[src/pkg/t1_cfg_pkg.sv]
package t1_cfg_pkg;

    // *****************************************************
    // Sizes and register map
    // *****************************************************
    localparam int NUM_PORTS = 4;
    localparam int AW        = 4;
    localparam int DW        = 32;

    localparam logic [3:0] OFS_PEND0   = 4'h0; // Pending port 0..3 at 0..3
    localparam logic [3:0] OFS_ACT0    = 4'h4; // Active port 0..3 at 4..7
    localparam logic [3:0] OFS_TIMING  = 4'h8;
    localparam logic [3:0] OFS_APPLY   = 4'h9;
    localparam logic [3:0] OFS_STATUS  = 4'hA;
    localparam logic [3:0] OFS_IRQ_ST  = 4'hB;
    localparam logic [3:0] OFS_IRQ_MSK = 4'hC;
    localparam logic [3:0] OFS_BLOCKS  = 4'hD;
    localparam logic [3:0] OFS_IFTYPE  = 4'hE;

    // Field positions in a port config word
    localparam int FLD_EN    = 0;
    localparam int FLD_FRAME = 1; // 2 bits
    localparam int FLD_CODE  = 3; // 2 bits
    localparam int FLD_LEN   = 5; // 3 bits

    // *****************************************************
    // Encodings
    // *****************************************************
    typedef enum logic [1:0] {
        FRM_ESF  = 2'b00,
        FRM_D4   = 2'b01,
        FRM_AUTO = 2'b10
    } frame_t;

    typedef enum logic [1:0] {
        CODE_B8ZS    = 2'b00,
        CODE_AMI     = 2'b01,
        CODE_AMI_STF = 2'b10
    } code_t;

    // Line length: 0..4 distance bands, 5 = 7.5 dB pad
    localparam logic [2:0] LEN_DEFAULT = 3'h4;
    localparam logic [2:0] LEN_PAD_7DB5 = 3'h5;

    typedef enum logic [2:0] {
        ST_INACTIVE  = 3'b000,
        ST_ACTIVE    = 3'b001,
        ST_WAITING   = 3'b010,
        ST_ERROR     = 3'b011,
        ST_NOT_INST  = 3'b100
    } pstat_t;

    typedef enum logic [2:0] {
        TS_DS3    = 3'b000,
        TS_REMOTE = 3'b001,
        TS_PORT1  = 3'b100,
        TS_PORT2  = 3'b101,
        TS_PORT3  = 3'b110,
        TS_PORT4  = 3'b111
    } tsrc_t;

    typedef struct packed {
        logic [2:0] len;
        code_t      code;
        frame_t     frame;
        logic       en;
    } pcfg_t;

    localparam pcfg_t PCFG_RESET = '{len: 3'h4, code: CODE_B8ZS,
                                     frame: FRM_ESF, en: 1'b0};

    // Arbitrary neutral card type code
    localparam logic [7:0] IFTYPE_CODE = 8'h01;
    localparam logic [9:0] TOTAL_BLOCKS = 10'h24C; // 588

    // *****************************************************
    // Timing
    // *****************************************************
    localparam longint CLK_HZ      = 20000000;
    localparam longint DWELL_S     = 10;
    localparam longint DWELL_CYC   = DWELL_S * CLK_HZ;

    // Per-port line side inputs (after link-clock sampling)
    typedef struct packed {
        logic frame_ok;
        logic los;
    } line_t;

endpackage

[src/design/quad_t1_port_config.sv]
`timescale 1ns/1ps
`default_nettype none

module quad_t1_port_config #(
    parameter longint DWELL_CYCLES = t1_cfg_pkg::DWELL_CYC
) (
    input  wire logic                        clk_sys,
    input  wire logic                        reset,
    input  wire logic [t1_cfg_pkg::AW-1:0]   addr,
    input  wire logic [t1_cfg_pkg::DW-1:0]   wdata,
    input  wire logic                        wr,
    input  wire logic                        rd,
    output logic      [t1_cfg_pkg::DW-1:0]   rdata,
    input  wire logic [3:0]                  port_installed,
    input  wire logic [9:0]                  blocks_used,
    input  wire t1_cfg_pkg::line_t [3:0]     line_in,
    input  wire logic [3:0]                  rx_clk,
    input  wire logic                        remote_clk,
    input  wire logic                        ds3_clk,
    output logic      [3:0]                  port_traffic_en,
    output logic      [7:0]                  frame_sel,
    output logic      [7:0]                  code_sel,
    output logic      [11:0]                 len_sel,
    output logic                             tx_timing_tick,
    output logic                             irq
);

    // *****************************************************
    // State
    // *****************************************************
    typedef struct packed {
        t1_cfg_pkg::pcfg_t [3:0] pend;
        t1_cfg_pkg::pcfg_t [3:0] act;
        t1_cfg_pkg::tsrc_t       tsrc_pend;
        t1_cfg_pkg::tsrc_t       tsrc_act;
        logic [3:0]              try_d4;
        logic [3:0]              locked;
        logic [3:0][31:0]        dwell;
        logic [3:0]              irq_st;
        logic [3:0]              irq_msk;
        logic [31:0]             rdata;
        logic [1:0][5:0]         sync;
        logic [5:0]              clk_last;
        logic                    tick;
    } state_t;

    state_t st_reg;
    state_t st_next;

    // Sampled inputs: rx_clk[3:0], remote_clk, ds3_clk, with line status
    logic [5:0] raw_in;
    logic [5:0] clk_s;
    logic [3:0][1:0] ln_s1;
    logic [3:0][1:0] ln_s2;
    logic [5:0] rise;

    assign raw_in = {ds3_clk, remote_clk, rx_clk};
    assign clk_s  = st_reg.sync[1];
    assign rise   = clk_s & ~st_reg.clk_last;

    // Line status through two flops before use
    always_ff @(posedge clk_sys or posedge reset)
    begin
        if (reset)
        begin
            ln_s1 <= '0;
            ln_s2 <= '0;
        end
        else
        begin
            ln_s1 <= line_in;
            ln_s2 <= ln_s1;
        end
    end

    // Port status decode, used only by the status register read
    function automatic t1_cfg_pkg::pstat_t port_status(
        input logic inst, input logic en, input logic los,
        input logic lock);
        if (!inst)
            port_status = t1_cfg_pkg::ST_NOT_INST;
        else if (!en)
            port_status = t1_cfg_pkg::ST_INACTIVE;
        else if (los)
            port_status = t1_cfg_pkg::ST_ERROR;
        else if (!lock)
            port_status = t1_cfg_pkg::ST_WAITING;
        else
            port_status = t1_cfg_pkg::ST_ACTIVE;
    endfunction

    // *****************************************************
    // Next state
    // *****************************************************
    always_comb
    begin
        st_next = st_reg;
        st_next.sync[0]  = raw_in;
        st_next.sync[1]  = st_reg.sync[0];
        st_next.clk_last = clk_s;

        // Transmit timing follows exactly one applied source
        case (st_reg.tsrc_act)
            t1_cfg_pkg::TS_DS3:    st_next.tick = rise[5];
            t1_cfg_pkg::TS_REMOTE: st_next.tick = rise[4];
            t1_cfg_pkg::TS_PORT1:  st_next.tick = rise[0];
            t1_cfg_pkg::TS_PORT2:  st_next.tick = rise[1];
            t1_cfg_pkg::TS_PORT3:  st_next.tick = rise[2];
            t1_cfg_pkg::TS_PORT4:  st_next.tick = rise[3];
            default:               st_next.tick = rise[5];
        endcase

        // Framing hunt per port; one timer each for independence
        for (int p = 0; p < 4; p++)
        begin
            if (!st_reg.act[p].en ||
                st_reg.act[p].frame != t1_cfg_pkg::FRM_AUTO)
            begin
                st_next.try_d4[p] = 1'b0;
                st_next.dwell[p]  = '0;
                st_next.locked[p] = st_reg.act[p].en & ln_s2[p][1];
            end
            else if (ln_s2[p][1])
            begin
                // Valid framing stops the hunt on the current try
                st_next.locked[p] = 1'b1;
                st_next.dwell[p]  = '0;
            end
            else if (st_reg.dwell[p] == 32'(DWELL_CYCLES - 1))
            begin
                st_next.dwell[p]  = '0;
                st_next.try_d4[p] = ~st_reg.try_d4[p];
                st_next.locked[p] = 1'b0;
            end
            else
            begin
                st_next.dwell[p]  = st_reg.dwell[p] + 32'h0000_0001;
                st_next.locked[p] = 1'b0;
            end
            // Loss of lock raises a sticky event
            if (st_reg.locked[p] && !st_next.locked[p])
                st_next.irq_st[p] = 1'b1;
        end

        // Register writes
        st_next.rdata = '0;
        if (wr)
        begin
            if (addr < t1_cfg_pkg::OFS_ACT0)
                st_next.pend[addr[1:0]] = wdata[7:0];
            else if (addr == t1_cfg_pkg::OFS_TIMING)
                st_next.tsrc_pend = t1_cfg_pkg::tsrc_t'(wdata[2:0]);
            else if (addr == t1_cfg_pkg::OFS_APPLY && wdata[0])
            begin
                st_next.act      = st_reg.pend;
                st_next.tsrc_act = st_reg.tsrc_pend;
            end
            else if (addr == t1_cfg_pkg::OFS_IRQ_MSK)
                st_next.irq_msk = wdata[3:0];
        end

        // Register reads, data one cycle later
        if (rd)
        begin
            case (addr)
                4'h0, 4'h1, 4'h2, 4'h3:
                    st_next.rdata = {24'h00_0000, st_reg.pend[addr[1:0]]};
                4'h4, 4'h5, 4'h6, 4'h7:
                    st_next.rdata = {24'h00_0000, st_reg.act[addr[1:0]]};
                t1_cfg_pkg::OFS_TIMING:
                    st_next.rdata = {29'h0, st_reg.tsrc_pend};
                t1_cfg_pkg::OFS_STATUS:
                begin
                    for (int p = 0; p < 4; p++)
                    begin
                        st_next.rdata[p*4 +: 3] = port_status(
                            port_installed[p], st_reg.act[p].en,
                            ln_s2[p][0], st_reg.locked[p]);
                        st_next.rdata[16+p*2 +: 2] =
                            (st_reg.act[p].frame == t1_cfg_pkg::FRM_AUTO)
                            ? {1'b0, st_reg.try_d4[p]}
                            : st_reg.act[p].frame;
                    end
                end
                t1_cfg_pkg::OFS_IRQ_ST:
                begin
                    st_next.rdata = {28'h000_0000, st_reg.irq_st};
                    // Clear on read, but a same-cycle event survives
                    for (int p = 0; p < 4; p++)
                        if (!(st_reg.locked[p] && !st_next.locked[p]))
                            st_next.irq_st[p] = 1'b0;
                end
                t1_cfg_pkg::OFS_IRQ_MSK:
                    st_next.rdata = {28'h000_0000, st_reg.irq_msk};
                t1_cfg_pkg::OFS_BLOCKS:
                    st_next.rdata = {22'h00_0000,
                        (blocks_used > t1_cfg_pkg::TOTAL_BLOCKS) ? 10'h000
                        : t1_cfg_pkg::TOTAL_BLOCKS - blocks_used};
                t1_cfg_pkg::OFS_IFTYPE:
                    st_next.rdata = {24'h00_0000, t1_cfg_pkg::IFTYPE_CODE};
                default:
                    st_next.rdata = '0;
            endcase
        end
    end

    // *****************************************************
    // Registers
    // *****************************************************
    always_ff @(posedge clk_sys or posedge reset)
    begin
        if (reset)
        begin
            st_reg           <= '0;
            st_reg.pend      <= {4{t1_cfg_pkg::PCFG_RESET}};
            st_reg.act       <= {4{t1_cfg_pkg::PCFG_RESET}};
        end
        else
            st_reg <= st_next;
    end

    // *****************************************************
    // Outputs
    // *****************************************************
    // Same framing both ends is the operator's job; no conversion here
    always_comb
    begin
        for (int p = 0; p < 4; p++)
        begin
            port_traffic_en[p] = st_reg.act[p].en
                                 & port_installed[p];
            frame_sel[p*2 +: 2] =
                (st_reg.act[p].frame == t1_cfg_pkg::FRM_AUTO)
                ? {1'b0, st_reg.try_d4[p]} : st_reg.act[p].frame;
            code_sel[p*2 +: 2] = st_reg.act[p].code;
            len_sel[p*3 +: 3]  = st_reg.act[p].len;
        end
    end

    assign rdata          = st_reg.rdata;
    assign tx_timing_tick = st_reg.tick;
    assign irq            = |(st_reg.irq_st & st_reg.irq_msk);
endmodule

`default_nettype wire

[config.mk]
export PLATFORM = sky130hd
export DESIGN_NAME = quad_t1_port_config
export DESIGN_NICKNAME = d
export VERILOG_FILES = /design/src/pkg/t1_cfg_pkg.sv /design/src/design/quad_t1_port_config.sv
export SDC_FILE = /design/constraint.sdc
export NUM_CORES = 1
export LEC_CHECK = 0
export BUFFER_PORTS_ARGS = -buffer_cell sky130_fd_sc_hd__buf_2
export CORE_MARGIN = 2
export CORE_UTILIZATION = 30
export CTS_BUF_LIST = sky130_fd_sc_hd__clkbuf_4
export CTS_CLUSTER_DIAMETER = 200
export DETAILED_ROUTE_END_ITERATION = 8
export PLACE_DENSITY_LB_ADDON = 0.2
export REMOVE_ABC_BUFFERS = 1
export SLEW_MARGIN = 25
export SYNTH_ARGS = -nofsm -noshare
export SYNTH_HDL_FRONTEND = slang
export SYNTH_SLANG_ARGS = --single-unit
export TNS_END_PERCENT = 5
[constraint.sdc]
create_clock -name clk_sys -period 7.45 [get_ports clk_sys]
set_clock_uncertainty 0.2 [all_clocks]
set_input_delay 0 -clock clk_sys [delete_from_list [all_inputs] [get_ports clk_sys]]
set_output_delay 0 -clock clk_sys [all_outputs]
set_load 0.005 [all_outputs]
# Word-level counts from Yosys, hierarchy flattened
# Cells that the tools add are included.
[word_totals]
regBits = 281
latch_bits = 0
ram_bits = 0
rom_bits = 0
input_bits = 68
output_inout_bits = 66
elab_cells = 233
n_memories = 0
[op_classes]
add_sub_neg = 5
mul = 0
n_div = 0
magnitude_cmp = 4
eq_ne = 35
shifts = 0
n_mux = 79
n_bitwise = 18
reduce_logical = 34
[op_table]
columns = ["op", "count"]
rows = [
  ["32-bit two-way mux", 12],
  ["32-bit by 1-bit adder with 32-bit output (second input constant)", 4],
  ["32-bit by 28-bit == test with 1-bit output (second input constant)", 4],
  ["8-bit binary-select mux with 2-bit select", 2],
  ["32-bit bitwise mux", 1],
  ["2-bit two-way mux", 16],
  ["8-bit two-way mux", 4],
  ["4-bit == test (second input constant)", 7],
  ["1-bit two-way mux", 28],
  ["24-bit two-way mux", 1],
  ["3-bit one-hot mux with 8 select lines", 1],
  ["8-bit demux with 2-bit select", 1],
  ["4-bit by 3-bit == test with 1-bit output (second input constant)", 4],
  ["3-bit two-way mux", 5],
  ["3-bit == test (second input constant)", 4],
  ["3-bit one-hot mux with 4 select lines", 1],
  ["4-bit OR reduction", 3],
  ["10-bit greater-than comparator (second input constant)", 1],
  ["10-bit two-way mux", 1],
  ["1-bit one-hot mux with 5 select lines", 2],
  ["2-bit AND reduction", 5],
  ["10-bit subtractor (first input constant)", 1],
  ["1-bit bitwise AND", 8],
  ["2-bit == test (second input constant)", 4],
  ["23 further kinds", 55],
]

# Logic depth before layout (Yosys ltp)
[logic_depth]
ltp_word = 9
ltp_mapped = 9
ltp_nobuf = 7

# Worst setup path before layout
# OpenSTA, ideal clock, no wires.
[synth_path]
kind = "register to register"
startpoint = "reg st_reg[181] (netlist name)"
endpoint = "reg st_reg[178] (netlist name)"
setup_ns = 0.119
arrival_time_ns = 1.926
required_time_ns = 7.131
path_slack_ns = 5.205
stages_incl_launch_ff = 8
n_path_buf = 2
period_less_slack_ns = 2.245
cell_sequence = "dfrtp_1 -> or4b_1 -> or4_4 -> nor3_1 -> or3_1 -> buf_6 -> buf_6 -> nor2_1"
[synth_lines]
columns = ["item", "line_no", "text"]
rows = [
  ["start, declared", "quad_t1_port_config.sv:47", "state_t st_reg;"],
  ["start signal, assigned", "quad_t1_port_config.sv:219", "st_reg <= st_next;"],
]

==> results by group <==
CTS
  • Hold-fix buffers, CTS: 99
  • Reg clk slew, reported paths: 0.06 ns
  • Post-CTS Setup Bufs: 0
  • CTS buffer count: 78
  • CTS tree: built
  • Max clock buf depth: 3
  • Htree depth: 3
  • Worst-Skew Late Latency: 0.77 ns
  • CTS resizes: 0
  • Root Buffer: clkbuf_4
  • Clock sinks: 271

STA
  • Slew Viols, Final: 0
  • Actual slew at the worst max-slew pin: 0.9300 ns
  • Final worst slack: 4.542 ns
  • Slew HR: 37.48%
  • Tcrit/Tclk final: 39.03%
  • Max Fclk: 0.3439 GHz
  • RSZ-0062 raised after global routing: false
  • Hold Vio Cnt, Final: 0
  • Setup violators final: 0
  • Minimum clock period: 2.908 ns

Worst setup path
  • Reg2reg setup slack: 4.77 ns
  • Beginning of the critical path: addr[0]
  • R2R Path End: st_reg[171]
  • Crit Path Category: in -> reg
  • Startpoint Class: input pin
  • Worst Path Required: 7.94 ns
  • Crit path DAT: 3.39 ns
  • Critical Path Fanout Max: 25
  • Crit path to: rdata[1]
  • Worst reg2reg path startpoint: st_reg[181]
  • Crit end category: flip-flop
  • R2R depth: 5

Yosys
  • Post-synth top area cell: dfrtp_1
  • Synthesized area per cell: 11.07 um^2
  • Commonest register cell after synthesis: dfrtp_1
  • Synth area leaders: dfrtp_1 (51%), mux2_2 (6.4%), xor2_1 (4.9%)
  • Ys Warns: 0
  • Synth unique cells: 58
  • Synth async-reset ratio: 100.0%
  • Post-synthesis register bit count: 271
  • Post-Syn Instances: 1,156
  • Sequential area share after synthesis: 53.05%
  • Mapped Area: 12,800 um^2
  • EDFF count, synth: 0
  • Share of the synthesized area in the top cell type: 51.41%

Drt
  • TritonRoute pass-1 iters: 5
  • Drt total wl: 31,620 um
  • Wire per inst: 16.18 um
  • Vias per cell: 4.728
  • Post-route DRC: 0
  • Final ANT Viol Nets: 0
  • Vias post-DR: 9,239
  • DRT iter0 DRCs: 509

Final layout
  • Most frequent cells in the layout: dfrtp_1 (263), nor2_1 (161), clkbuf_4 (117), dlygate4sd3_1 (99), buf_2 (99)
  • Nets: 1,425
  • Area delta synth->final: 20.82%
  • Most common cell after layout, fill and taps aside: dfrtp_1
  • Fillers: 4,227
  • Max reg flops: 200
  • Layout cells sized above 1: 23.92%
  • Final Instance Count excl. Fillers: 1,954

Placement
  • IO Port Bufs: 99
  • Dpl ws: 4.556 ns
  • GPL Wtd Cong: 0.7909
  • Dpl hpwl: 20,020 um
  • Inst Count DP: 1,712

Run
  • Max-cap violations: 0

Floorplan
  • Row Count: 75
  • Die area: 44,340 um^2
  • Die span in x: 210.6 um
  • Core area: 42,040 um^2
  • Io pins: 134
  • Die Y: 210.6 um
  • Initial Util: 30.45%

Global routing
  • Initial antenna violation count: 1
  • Vias in the first global route: 9,719
  • Tot GR Track Use: 14.76%
  • Largest net degree at the start of global routing: 148
  • Global route overflow: 0
  • First-pass GRT wire length: 51,870 um

Hold path
  • Hold WC Path Type: reg -> reg

Outcome
  • Outcome: complete, no violations

Power
  • Pleak: 0.006616 uW
  • Worst ir drop on vdd: 75.18 uV
  • PD cells: 224.9 nW/um^2
==> worst min-delay path by stage <==
stage / from / endpoint / slack (ns) / depth (start not counted)
4_1_cts: rd / rdata[5] / 0.08 / 4
5_1_grt: rd / rdata[0] / 0.14 / 4
3_5_place_dp: ds3_clk / st_next[18] / -0.09 / 1
3_3_place_gp: line_in[7] / ln_s1[7] / -0.09 / 1
6_report: st_next[15] / clk_s[2] / 0.15 / 0
2_1_floorplan: line_in[0] / ln_s1[0] / -0.17 / 0
==> area by class of cell <==
cell class,count,area [um^2],share of cell area [%]
sequential,271,6792,43.91
multi-input combinational,768,5339,34.52
timing repair buffer,201,1521,9.837
clock buffer,117,878.3,5.679
tap,539,674.4,4.360
clock inverter,24,130.1,0.8413
inverter,32,127.6,0.8251
antenna,2,5.005,0.03236
==> metal layers <==
layer  global-route usage [%]  up-vias  wire length [um]
met2                    22.62      188             14460
met5                        0        -                 0
met1                    19.60     4550             14740
met4                    6.848        0               947
li1                         -     4434                 -
met3                    3.754       67              1468
==> critical path, cell delays in order <==
cell and delay, ns:
dlygate4sd3_1 0.54, buf_2 0.62, and4b_1 0.39, nand2_1 0.07
o2bb2ai_1 0.37, nand2_1 0.09, dlygate4sd3_1 0.58, a31oi_1 0.15
dlygate4sd3_1 0.57
==> per-stage QoR <==
step	hold slack, ns	util [%]	cell area [um^2]	setup TNS, ns	power [uW]
2_1_floorplan	-0.1686	-	12250	-53.59	1882
3_3_place_gp	-0.09080	32.01	13460	0	2034
3_5_place_dp	-0.08978	32.02	13460	0	2041
4_1_cts	0.07574	36.77	15460	0	3552
5_1_grt	0.1446	36.79	15460	0	3686
6_report	0.1494	36.79	15470	0	3478
==> power by group <==
part	switching [uW]	internal, uW
Sequential	99.8	1590
Combinational	162	206
Clock	664	755
Total	926	2550
==> synth_stat cells (8+ instances only) <==
cell,count
dfrtp_1,263
nor2_1,161
mux2_2,73
xor2_1,71
nand2_1,57
xnor2_1,57
buf_4,52
nand3_1,51
nand4_1,50
inv_1,31
and4_1,27
clkbuf_1,27
nor4_1,26
nor3_1,25
mux4_2,16
and2_1,14
nor2b_1,14
and3_1,13
o21ai_0,12
buf_2,10
a21oi_1,9
mux2i_1,9
nor4b_1,9
dfstp_2,8
==> cell families (layout without fill, tap and decap cells) <==
family	Yosys count	in the layout	synth area share, %
xor+xnor	128	128	8.757
simple gates	473	473	19.25
flops	271	271	53.05
other cells	1	12	0.02929
mux	98	98	9.939
fa+ha+maj	5	5	0.4887
buf+inv	126	374	5.551
compound gates	54	54	2.932
Power figures use the tool's default switching activity.
